## config.mk

```make
export PLATFORM = sky130hd
export DESIGN_NAME = irq_ctrl
export DESIGN_NICKNAME = d
export VERILOG_FILES = /design/src/hw/irq_pkg.sv /design/src/hw/nest_if.sv /design/src/hw/poll_pick.sv /design/src/hw/nest_track.sv /design/src/hw/irq_ctrl.sv
export SDC_FILE = /design/constraint.sdc
export NUM_CORES = 1
export LEC_CHECK = 0
export BUFFER_PORTS_ARGS = -buffer_cell sky130_fd_sc_hd__buf_2
export CORE_ASPECT_RATIO = 1.75
export CORE_MARGIN = 3
export CORE_UTILIZATION = 53
export CTS_BUF_LIST = sky130_fd_sc_hd__clkbuf_8
export CTS_CLUSTER_SIZE = 16
export DETAILED_ROUTE_END_ITERATION = 16
export PLACE_DENSITY = 0.82
export REMOVE_ABC_BUFFERS = 1
export SLEW_MARGIN = 20
export SYNTH_ARGS = -nofsm -noshare
export SYNTH_HDL_FRONTEND = slang
export SYNTH_SLANG_ARGS = --single-unit
```

## constraint.sdc

```tcl
create_clock -name clock_i -period 2.57 [get_ports clock_i]
set_clock_uncertainty 0.05 [all_clocks]
set_input_delay 0.1285 -clock clock_i [delete_from_list [all_inputs] [get_ports clock_i]]
set_output_delay 0.1285 -clock clock_i [all_outputs]
set_load 0.01 [all_outputs]
```

## src/hw/irq_pkg.sv

```systemverilog
// Shared constants, tables and state types of the interrupt controller.
// Assumes every user imports the whole package.
package irq_pkg;

    localparam int NUM_PERIPH = 12;
    localparam int NUM_SRC = 13;
    localparam int IDX_W = 4;
    localparam int VEC_W = 16;

    // Source indices
    localparam logic [IDX_W-1:0] SRC_EXT0 = 4'h0;
    localparam logic [IDX_W-1:0] SRC_TMR0 = 4'h1;
    localparam logic [IDX_W-1:0] SRC_EXT1 = 4'h2;
    localparam logic [IDX_W-1:0] SRC_TMR1 = 4'h3;
    localparam logic [IDX_W-1:0] SRC_SER = 4'h4;
    localparam logic [IDX_W-1:0] SRC_TMR2 = 4'h5;
    localparam logic [IDX_W-1:0] SRC_ADC = 4'h6;
    localparam logic [IDX_W-1:0] SRC_EXT2 = 4'h7;
    localparam logic [IDX_W-1:0] SRC_EMRG = 4'h8;
    localparam logic [IDX_W-1:0] SRC_CT2 = 4'h9;
    localparam logic [IDX_W-1:0] SRC_CCM = 4'hA;
    localparam logic [IDX_W-1:0] SRC_CT1 = 4'hB;
    localparam logic [IDX_W-1:0] SRC_WAKE = 4'hC;

    // Vector address per source index
    localparam logic [VEC_W-1:0] VEC_TABLE [NUM_SRC] = '{
        16'h0003, 16'h000B, 16'h0013, 16'h001B, 16'h0023, 16'h002B,
        16'h0043, 16'h004B, 16'h0053, 16'h005B, 16'h0063, 16'h006B,
        16'h007B};

    // Polling order, first entry wins
    localparam logic [IDX_W-1:0] POLL_ORDER [NUM_SRC] = '{
        SRC_WAKE,
        SRC_EXT0, SRC_ADC,
        SRC_TMR0, SRC_EXT2,
        SRC_EXT1, SRC_EMRG,
        SRC_TMR1, SRC_CT2,
        SRC_SER, SRC_CCM,
        SRC_TMR2, SRC_CT1};

    typedef enum logic [1:0] {S_IDLE, S_OFFER} fsm_t;

    typedef struct packed {
        fsm_t fsm;
        logic [NUM_PERIPH-1:0] req_smp;
        logic int0_s1;
        logic int0_s2;
        logic nom_s1;
        logic nom_s2;
        logic wake_pend;
        logic irq;
        logic lvl_high;
        logic [IDX_W-1:0] idx;
        logic [VEC_W-1:0] vec;
        logic [NUM_SRC-1:0] clr;
    } ctl_st_t;

    localparam ctl_st_t CTL_RST = '{
        fsm: S_IDLE, req_smp: '0, int0_s1: 1'b1, int0_s2: 1'b1,
        nom_s1: 1'b0, nom_s2: 1'b0, wake_pend: 1'b0, irq: 1'b0,
        lvl_high: 1'b0, idx: '0, vec: '0, clr: '0};

    typedef struct packed {
        logic hi_act;
        logic lo_act;
    } nest_st_t;

    localparam nest_st_t NEST_RST = '{hi_act: 1'b0, lo_act: 1'b0};

    function automatic logic [VEC_W-1:0] vec_of(input logic [IDX_W-1:0] idx);
        if (int'(idx) < NUM_SRC) begin
            return VEC_TABLE[idx];
        end
        return '0;
    endfunction

endpackage

```

## src/hw/nest_if.sv

```systemverilog
// Link between the dispatcher and the nesting tracker.
// Assumes both ends share one clock.
`timescale 1ns/10ps
interface nest_if;
    logic enter;
    logic enter_high;
    logic leave;
    logic in_high;
    logic in_low;
    modport ctrl (output enter, output enter_high, output leave, input in_high, input in_low);
    modport track (input enter, input enter_high, input leave, output in_high, output in_low);
endinterface

```

## src/hw/poll_pick.sv

```systemverilog
// Fixed polling encoder for one priority level.
// Assumes candidates are already masked to the level.
`timescale 1ns/10ps
module poll_pick
    import irq_pkg::*;
#(
    parameter int N = NUM_SRC
) (
    input wire logic [N-1:0] cand_i,
    output logic found_o,
    output logic [IDX_W-1:0] idx_o
);

    // Walk lowest rank first so the highest rank overwrites
    always_comb begin
        found_o = 1'b0;
        idx_o = '0;
        for (int k = N - 1; k >= 0; k--) begin
            if (cand_i[POLL_ORDER[k]]) begin
                found_o = 1'b1;
                idx_o = POLL_ORDER[k];
            end
        end
    end

endmodule // poll_pick

```

## src/hw/nest_track.sv

```systemverilog
// Tracks which priority levels have a routine in service.
// Assumes enter and leave are one-cycle pulses from the dispatcher.
`timescale 1ns/10ps
module nest_track
    import irq_pkg::*;
(
    input wire logic clock_i,
    input wire logic rst_n_i,
    input wire logic ce_i,
    nest_if.track nest
);

    nest_st_t st_r;
    nest_st_t st_nxt;

    // Leave first, then enter, so a back-to-back end and entry is kept
    always_comb begin
        st_nxt = st_r;
        if (nest.leave) begin
            if (st_r.hi_act) begin
                st_nxt.hi_act = 1'b0;
            end else begin
                st_nxt.lo_act = 1'b0;
            end
        end
        if (nest.enter) begin
            if (nest.enter_high) begin
                st_nxt.hi_act = 1'b1;
            end else begin
                st_nxt.lo_act = 1'b1;
            end
        end
    end

    always_ff @(posedge clock_i) begin
        if (!rst_n_i) begin
            st_r <= NEST_RST;
        end else if (ce_i) begin
            st_r <= st_nxt;
        end
    end

    assign nest.in_high = st_r.hi_act;
    assign nest.in_low = st_r.lo_act;

endmodule // nest_track

```

## src/hw/irq_ctrl.sv

```systemverilog
// Two-level vectored interrupt controller, top level.
// Assumes peripherals hold their requests until cleared and the CPU
// pulses ack and end-of-routine on this clock.
//
// How it works
// - Twelve peripheral sources are taken, each set to high or low level by its own bit.
// - A low routine in service lets a high request through but holds every other low one back.
// - A high routine in service blocks every request from reaching the CPU.
// - When both levels are pending in one sample, the high one is offered.
// - Within one level the winner is fixed by the polling order alone.
// - Pairs rank ext0/adc, timer0/ext2, ext1/emergency, timer1/ct2, serial/ccm, timer2/ct1.
// - Ext0, timer0, ext1, timer1, serial and timer2 vector to 0003, 000B, 0013, 001B, 0023, 002B.
// - Compare timer 2 goes to 005B, A/D to 0043, ext2 to 004B and emergency to 0053.
// - Compare timer 1 goes to 006B, capture/compare match to 0063 and wake-up to 007B.
// - Timer 1 beats compare timer 2 inside the fourth pair.
// - Timer 2 beats compare timer 1 inside the last pair.
// - A low ext0 pin in power-down arms the wake-up request, dispatched once the clock is nominal.
`timescale 1ns/10ps
module irq_ctrl
    import irq_pkg::*;
(
    input wire logic clock_i,
    input wire logic rst_n_i,
    input wire logic ce_i,
    input wire logic glob_en_i,
    input wire logic [NUM_PERIPH-1:0] src_req_i,
    input wire logic [NUM_PERIPH-1:0] src_en_i,
    input wire logic [NUM_PERIPH-1:0] src_high_i,
    input wire logic pd_mode_i,
    input wire logic int0_pin_i,
    input wire logic clk_nominal_i,
    input wire logic cpu_ack_i,
    input wire logic cpu_reti_i,
    output logic irq_o,
    output logic [VEC_W-1:0] vector_o,
    output logic level_high_o,
    output logic [NUM_SRC-1:0] src_clr_o,
    output logic in_high_o,
    output logic in_low_o,
    output logic wake_pend_o
);

    ctl_st_t st_r;
    ctl_st_t st_nxt;

    nest_if nest ();

    logic [NUM_SRC-1:0] pend;
    logic [NUM_SRC-1:0] high_sel;
    logic [NUM_SRC-1:0] hi_cand;
    logic [NUM_SRC-1:0] lo_cand;
    logic hi_found;
    logic lo_found;
    logic [IDX_W-1:0] hi_idx;
    logic [IDX_W-1:0] lo_idx;
    logic hi_ok;
    logic lo_ok;
    logic sel_valid;
    logic sel_high;
    logic [IDX_W-1:0] sel_idx;
    logic wake_set;
    logic wake_clr;
    logic take;

    // Wake-up only counts once the clock has settled
    assign pend = {st_r.wake_pend & st_r.nom_s2, st_r.req_smp};

    // Wake-up has no level bit of its own and is always high
    assign high_sel = {1'b1, src_high_i};

    assign hi_cand = pend & high_sel;
    assign lo_cand = pend & ~high_sel;

    poll_pick #(
        .N(NUM_SRC)
    ) u_pick_hi (
        .cand_i(hi_cand),
        .found_o(hi_found),
        .idx_o(hi_idx)
    );

    poll_pick #(
        .N(NUM_SRC)
    ) u_pick_lo (
        .cand_i(lo_cand),
        .found_o(lo_found),
        .idx_o(lo_idx)
    );

    nest_track u_nest (
        .clock_i(clock_i),
        .rst_n_i(rst_n_i),
        .ce_i(ce_i),
        .nest(nest)
    );

    // Gating by what is already in service
    assign hi_ok = !nest.in_high;
    assign lo_ok = !nest.in_high && !nest.in_low;

    always_comb begin
        sel_valid = 1'b0;
        sel_high = 1'b0;
        sel_idx = '0;
        if (hi_found && hi_ok) begin
            sel_valid = 1'b1;
            sel_high = 1'b1;
            sel_idx = hi_idx;
        end else if (lo_found && lo_ok) begin
            sel_valid = 1'b1;
            sel_high = 1'b0;
            sel_idx = lo_idx;
        end
    end

    // The CPU takes the offer standing at the edge of its ack
    assign take = (st_r.fsm == S_OFFER) && st_r.irq && cpu_ack_i;

    // Pin low while powered down arms the wake-up request
    assign wake_set = pd_mode_i && !st_r.int0_s2;
    assign wake_clr = take && (st_r.idx == SRC_WAKE);

    assign nest.enter = take;
    assign nest.enter_high = st_r.lvl_high;
    assign nest.leave = cpu_reti_i;

    always_comb begin
        st_nxt = st_r;

        // Requests are sampled once per cycle; one sample is one instant
        st_nxt.req_smp = src_req_i & src_en_i & {NUM_PERIPH{glob_en_i}};

        // Pin and oscillator status come from outside this clock
        st_nxt.int0_s1 = int0_pin_i;
        st_nxt.int0_s2 = st_r.int0_s1;
        st_nxt.nom_s1 = clk_nominal_i;
        st_nxt.nom_s2 = st_r.nom_s1;

        // Set beats clear so a fresh wake-up is never lost
        if (wake_set) begin
            st_nxt.wake_pend = 1'b1;
        end else if (wake_clr) begin
            st_nxt.wake_pend = 1'b0;
        end

        st_nxt.clr = '0;

        case (st_r.fsm)
            S_IDLE: begin
                if (sel_valid) begin
                    st_nxt.fsm = S_OFFER;
                    st_nxt.irq = 1'b1;
                    st_nxt.lvl_high = sel_high;
                    st_nxt.idx = sel_idx;
                    st_nxt.vec = vec_of(sel_idx);
                end else begin
                    st_nxt.irq = 1'b0;
                end
            end
            S_OFFER: begin
                if (take) begin
                    // Clear pulse tells the source it was served
                    st_nxt.clr = NUM_SRC'(1) << st_r.idx;
                    st_nxt.fsm = S_IDLE;
                    st_nxt.irq = 1'b0;
                end else if (sel_valid) begin
                    // Follow a newer, higher or withdrawn request
                    st_nxt.lvl_high = sel_high;
                    st_nxt.idx = sel_idx;
                    st_nxt.vec = vec_of(sel_idx);
                end else begin
                    st_nxt.fsm = S_IDLE;
                    st_nxt.irq = 1'b0;
                end
            end
            default: begin
                st_nxt.fsm = S_IDLE;
                st_nxt.irq = 1'b0;
            end
        endcase
    end

    always_ff @(posedge clock_i) begin
        if (!rst_n_i) begin
            st_r <= CTL_RST;
        end else if (ce_i) begin
            st_r <= st_nxt;
        end
    end

    assign irq_o = st_r.irq;
    assign vector_o = st_r.vec;
    assign level_high_o = st_r.lvl_high;
    assign src_clr_o = st_r.clr;
    assign in_high_o = nest.in_high;
    assign in_low_o = nest.in_low;
    assign wake_pend_o = st_r.wake_pend;

endmodule // irq_ctrl

```

# Yosys cells after proc, flatten, opt, wreduce, memory -nomap -nowiden

Memories as Yosys holds them, arrays and structs flattened.
Cells that the tools add are included.
W data, S select, Z words.

Register bits: 56
Bits in latches: 0
RAM bits: 0
Bits in read-only memories: 256
Bits of input ports: 45
Output and inout bits: 34
Logic and storage cells: 136
Memories: 1

Memories:

| memory           | depth | width | rd ports | clocked after Yosys merged registers in | write ports | line          | RTL |
|---|---|---|---|---|---|---|---|
| (name not given) | 16    | 16    | 1        | 0                                       | 0           | irq_pkg.sv:72 | `return VEC_TABLE[idx];` |

Add/sub/neg operators: 0
Multipliers: 0
Divide/modulo/power cells: 0
Order comparisons: 2
Equal/unequal tests: 6
Shift operators: 1
Mux-type cells: 88
Bitwise operators: 7
Reduce and logical (&&, ||, !) cells: 17

Operators with widths:

| operator               | number |
|---|---|
| $mux W4                | 28 |
| $mux W16               | 5 |
| $mux W21               | 3 |
| $mux W1                | 42 |
| $pmux W21 S2           | 1 |
| $and A13 B13 Y13       | 2 |
| $mux W13               | 2 |
| $and A12 B12 Y12       | 2 |
| $not A13 Y13           | 1 |
| $shl A1 B4 Y13 const A | 1 |
| $mux W2                | 5 |
| $logic_and A1 B1 Y1    | 7 |
| $ne A2 B2 Y1 const B   | 3 |
| $ge A5 B5 Y1 const B   | 1 |
| $not A4 Y5             | 1 |
| $reduce_and A5 Y1      | 1 |
| $eq A4 B4 Y1 const B   | 1 |
| $lt A4 B4 Y1 const B   | 1 |
| $pmux W2 S2            | 1 |
| $reduce_and A2 Y1      | 2 |
| $reduce_bool A2 Y1     | 2 |
| $logic_not A1 Y1       | 3 |
| $ne A3 B3 Y1 const B   | 1 |
| $reduce_and A3 Y1      | 1 |
| other kinds (4)        | 4 |

# Longest topological paths before layout

Word-level depth: 27
Depth in mapped cells: 7
Gate-level depth less buffers: 7

# Modules after synthesis

A second synthesis with hierarchy kept.

Cells, all modules: 331
Area total of the unflattened synthesis: 2,683.8 µm²

Modules (own cells, without submodules):

| module     | instances | cells an instance | area each (µm²) | sequential area each (µm²) |
|---|---|---|---|---|
| irq_ctrl   | 1         | 256               | 2,218.4         | 840.8 |
| poll_pick  | 2         | 33                | 188.9           | 0.0 |
| nest_track | 1         | 9                 | 87.6            | 40.0 |

# Worst setup path before layout

Ideal clock, no wire load.

Kind: reg2reg
Start point: register st_r, in the netlist pend[8]
End point: register st_r, in the netlist vector_o[5]
Setup time: 0.066 ns
Data arrival time: 1.744 ns
Data required time: 2.454 ns
Setup slack: 0.710 ns
Cell stages (with the launch flop): 8
Buffers on the path: 0
Clock period less this slack: 1.860 ns
Cell sequence: dfxtp_1 > nor2b_2 > and2b_4 > nor2_1 > o221ai_1 > a41oi_2 > mux2_4 > a21oi_2

Longest elaborated chain between the ends: 20
Elaborated cells between the ends (all ways): 56
Those cells by class: order compare (1); eq/ne (2); mux (46); bitwise (3); reduce/logical (3); memory (1)

RTL lines:

| what                                                             | line                                            | RTL |
|---|---|---|
| start: declaration                                               | irq_ctrl.sv:43                                  | `ctl_st_t st_r;` |
| start signal: assignment                                         | irq_ctrl.sv:187                                 | `st_r <= st_nxt;` |
| $and A13 B13 Y13                                                 | irq_ctrl.sv:72                                  | `assign lo_cand = pend & ~high_sel;` |
| $mux W1 (7 in a row)                                             | poll_pick.sv:19                                 | `if (cand_i[POLL_ORDER[k]]) begin` |
| $logic_and A1 B1 Y1                                              | irq_ctrl.sv:109                                 | `end else if (lo_found && lo_ok) begin` |
| $mux W4                                                          | irq_ctrl.sv:109                                 |  |
| $mux W4                                                          | irq_ctrl.sv:105                                 | `if (hi_found && hi_ok) begin` |
| $not A4 Y5 (implied by the code) or $lt A4 B4 Y1 (tied branches) | irq_pkg.sv:72, irq_pkg.sv:71                    |  |
| $mem_v2 Z16 W16 or $mux W1 (tied branches)                       | -                                               |  |
| $mux W16 (implied by the code) or $mux W1 (tied branches)        | irq_pkg.sv:72, irq_ctrl.sv:150, irq_ctrl.sv:166 |  |
| $mux W16 (implied by the code) or $mux W1 (tied branches)        | irq_pkg.sv:72, irq_ctrl.sv:161                  |  |
| $mux W16 or $mux W1 (tied branches)                              | irq_pkg.sv:71, irq_ctrl.sv:148                  |  |
| $mux W16                                                         | irq_pkg.sv:74                                   | `return '0;` |
| $mux W21                                                         | irq_ctrl.sv:166                                 | `end else if (sel_valid) begin` |
| $mux W21                                                         | irq_ctrl.sv:161                                 | `if (take) begin` |
| $pmux W21 S2                                                     | irq_ctrl.sv:148                                 | `case (st_r.fsm)` |

Several ways; a longest one is shown, not always the timed one. The select of a mux whose other input is x is not followed.
A chain may end at the register's enable or synchronous reset.

# Final worst setup path

Start point: register st_r, in the netlist pend[11]
End point: register st_r, in the netlist vector_o[4]

Longest elaborated chain between the ends: 26
Elaborated cells between the ends (all ways): 80
Those cells by class: order compare (1); eq/ne (2); mux (70); bitwise (3); reduce/logical (3); memory (1)

RTL lines:

| what                                                             | line |
|---|---|
| $and A13 B13 Y13                                                 | irq_ctrl.sv:72 |
| $mux W1 (13 in a row)                                            | poll_pick.sv:19 |
| $logic_and A1 B1 Y1                                              | irq_ctrl.sv:109 |
| $mux W4                                                          | irq_ctrl.sv:109 |
| $mux W4                                                          | irq_ctrl.sv:105 |
| $not A4 Y5 (implied by the code) or $lt A4 B4 Y1 (tied branches) | irq_pkg.sv:72, irq_pkg.sv:71 |
| $mem_v2 Z16 W16 or $mux W1 (tied branches)                       | - |
| $mux W16 (implied by the code) or $mux W1 (tied branches)        | irq_pkg.sv:72, irq_ctrl.sv:150, irq_ctrl.sv:166 |
| $mux W16 (implied by the code) or $mux W1 (tied branches)        | irq_pkg.sv:72, irq_ctrl.sv:161 |
| $mux W16 or $mux W1 (tied branches)                              | irq_pkg.sv:71, irq_ctrl.sv:148 |
| $mux W16                                                         | irq_pkg.sv:74 |
| $mux W21                                                         | irq_ctrl.sv:166 |
| $mux W21                                                         | irq_ctrl.sv:161 |
| $pmux W21 S2                                                     | irq_ctrl.sv:148 |

Several ways; a longest one is shown, not always the timed one. The select of a mux whose other input is x is not followed.

==> out/metrics.yaml <==
grt_pass1_vias: 2281
synth_top_cell_by_area: "dfxtp_1"
cpMaxStageDelayCell: "o21a_1"
grt_max_degree: 45
synth-xor-area-share: 0.00339
synth_common_cells: "dfxtp_1, nor2b_1, buf_4"
cp.required_ns: 2.70
grt_pass1_wl_um: 9990
cts_hold_buf: 0
synthMuxAreaShare: 0.0213
ys.flop_type: "dfxtp_1"
synth-seq-cells: 44
numCtsBuffers: 5
drtIter0Drc: 54
nets: 390
detailedPlace.worstSlack_ns: 0.422
worstMarginPinSlew_ns: 0.633
drive_above_1_share: 0.266
synthSimpleGateAreaFrac: 0.282
ctsResizeCount: 0
worst_skew_pair.late_latency_ns: 0.29
crit_top_cell: "o21a_1"
cp_cell_sequence: "a22o_1 > nor4b_4 > a21oi_1 > o21a_1 > o21a_1 > nand4b_1 > o211ai_2"
ys_warn_count: 0
async_flop_share: 0
ir_worst_vdd_uv: 424
grt_usage: 0.218
synthTopCellsByArea: "dfxtp_1, buf_4, nor2b_1"
portBuffers: 68
seq_area_um2: 881
multi_input_area_um2: 1470
coreArea_um2: 4710
vias_per_cell: 5.67
startpoint_type: "register"
die_area_um2: 5780
post-cts-setup-buffers: 0
drtPass1Iterations: 4
cts_max_level: 2
crit_fanout: 16
antenna_found_initial: 0
endpoint_kind: "register"
ioPinCount: 79
cts_max_path_buffers: 2
status: "completed"
hp-class: "in2reg"
slew_viol_final: 0
setup_ws_ns: 0.383
cts_sinks: 44
path_clk_slew_ns: 0.09
finalHoldViolCount: 0
start_util: 0.549
dp_hpwl_um: 4710
n_antenna_cell: 0
finalCriticalPeriod_ns: 2.19
period_share: 0.851
slowest_delay_ns: 0.37
die_w_um: 58.8
synth_top_family_by_area: "simple AND/OR/NAND/NOR gates"
finalWeightedCongestion: 0.886
netlist_area_um2: 2580
synth-seq-area-share: 0.341
synth_fa_ha_area_frac: 0
num_vias: 2257
syn_avg_cell_area_um2: 8.62
routed_wl_um: 6200
cts_tree: "yes"
leakagePower_nw: 1.28
slew-limit-headroom: 0.578
cap_violations: 0
setup_tns_ns: 0
fmax_mhz: 457
rows: 33
rsz0062_at_grt: "false"
area_growth_pct: 11.9
synth_edf_count: 0
crit_type: "reg2reg"
grt_overflow_total: 0
synth_compound_area_frac: 0.248
syn_inst: 300
ys_types: 56
p_per_area_nw_per_um2: 540
yosysTopAreaCellShare: 0.341
setup_violations: 0
avgRoutedWirePerCell_um: 15.6
yosysMostFrequentCell: "dfxtp_1"
fillers: 464
dieHeight_um: 98.4
antenna_left: 0
drc: 0
arrival_ns: 2.31
cts_root_buf: "clkbuf_8"
==> metal layers <==
| layer | wire [µm] | vias up | part of all wire | global-route usage |
|---|---|---|---|---|
| met3 | 217 | 13 | 0.035 | 0.0251 |
| met4 | 133 | 0 | 0.021 | 0.0873 |
| li1 | - | 1127 | - | - |
| met1 | 2420 | 1058 | 0.39 | 0.239 |
| met5 | 0 | - | 0 | 0 |
| met2 | 3430 | 59 | 0.55 | 0.405 |
==> logic make-up (layout without fill, tap and decap cells) <==
group / after synthesis / in the layout
AOI/OAI and AO/OA: 80 / 80
xor gates and xnor gates: 1 / 1
buffers and inverters: 41 / 78
DFF: 44 / 44
muxes: 5 / 5
other: 1 / 10
and+or+nand+nor: 128 / 128
==> where the power goes <==
part,leakage (nW),internal [mW],switching (mW)
sequential,0.357,0.711,0.0318
combinational,0.860,0.108,0.132
clock,0.0645,0.343,0.235
total,1.28,1.16,0.399
==> final timing paths <==
kind | end | slack (ns) | cells after the start | from
worst max-delay path | vector_o[4] | 0.38 | 7 | pend[11]
worst min register to register | st_r[38] | 0.42 | 2 | st_r[38]
worst min-delay path | st_nxt[38] | 0.01 | 3 | int0_pin_i
worst max register to register | vector_o[4] | 0.38 | 7 | pend[11]
==> flip-flops by register name (all words and copies together) (netlist names) <==
| name | count |
|---|---|
| st_r | 7 |
| u_nest.nest.in_low | 1 |
| u_nest.nest.in_high | 1 |
| irq_o | 1 |
| vector_o | 5 |
| wake_pend_o | 1 |
| pend | 12 |
| st_nxt | 2 |
| src_clr_o | 13 |
| level_high_o | 1 |
==> through the flow <==
stage                     power (mW)   util  instances  area [µm²]  hold WS, ns
after global placement         0.992  0.587        390        2770        0.298
after CTS                       1.57  0.614        398        2890      0.00494
final                           1.56  0.614        398        2890       0.0109
after global routing            1.62  0.614        398        2890       0.0214
after detailed placement       0.996  0.587        390        2770        0.309
after floorplan                0.897      -        270        2360        0.140
==> critical path: cells and delay by family, from the launching register on <==
family / cells / cell delay, ns
and+or+nand+nor: 2 / 0.46
AOI/OAI and AO/OA: 5 / 1.21
DFF: 1 / 0.35
==> final cells by class <==
| type | instances | share of cell area |
|---|---|---|
| repair buffers | 68 | 0.118 |
| clock buffers | 7 | 0.0333 |
| clock inverters | 1 | 0.0104 |
| inverters | 2 | 0.00260 |
| well taps | 52 | 0.0225 |
| flip-flops and latches | 44 | 0.305 |
| multi-input cells | 224 | 0.509 |
==> cell usage in the layout, fill, tap and decap left out, types with 3 or more instances in the layout <==
master    Yosys  routed
o211ai_1      3       3
buf_2         0      68
mux2i_1       4       4
conb_1        1      10
dfxtp_1      44      44
clkbuf_8      0       7
o21a_1        5       5
a32oi_1      12      12
nor2b_1      33      33
nand3_1       5       5
a21o_1        3       3
and2_1        7       7
a21oi_1      17      17
nand2_1      29      29
a22oi_1       6       6
o21ai_0       5       5
o211a_1       5       5
a21boi_0      4       4
nor3_1        3       3
nand2b_1     11      11
nand4_1       4       4
nor2_1       20      20
Note: power is estimated with default switching activity, not from simulation.
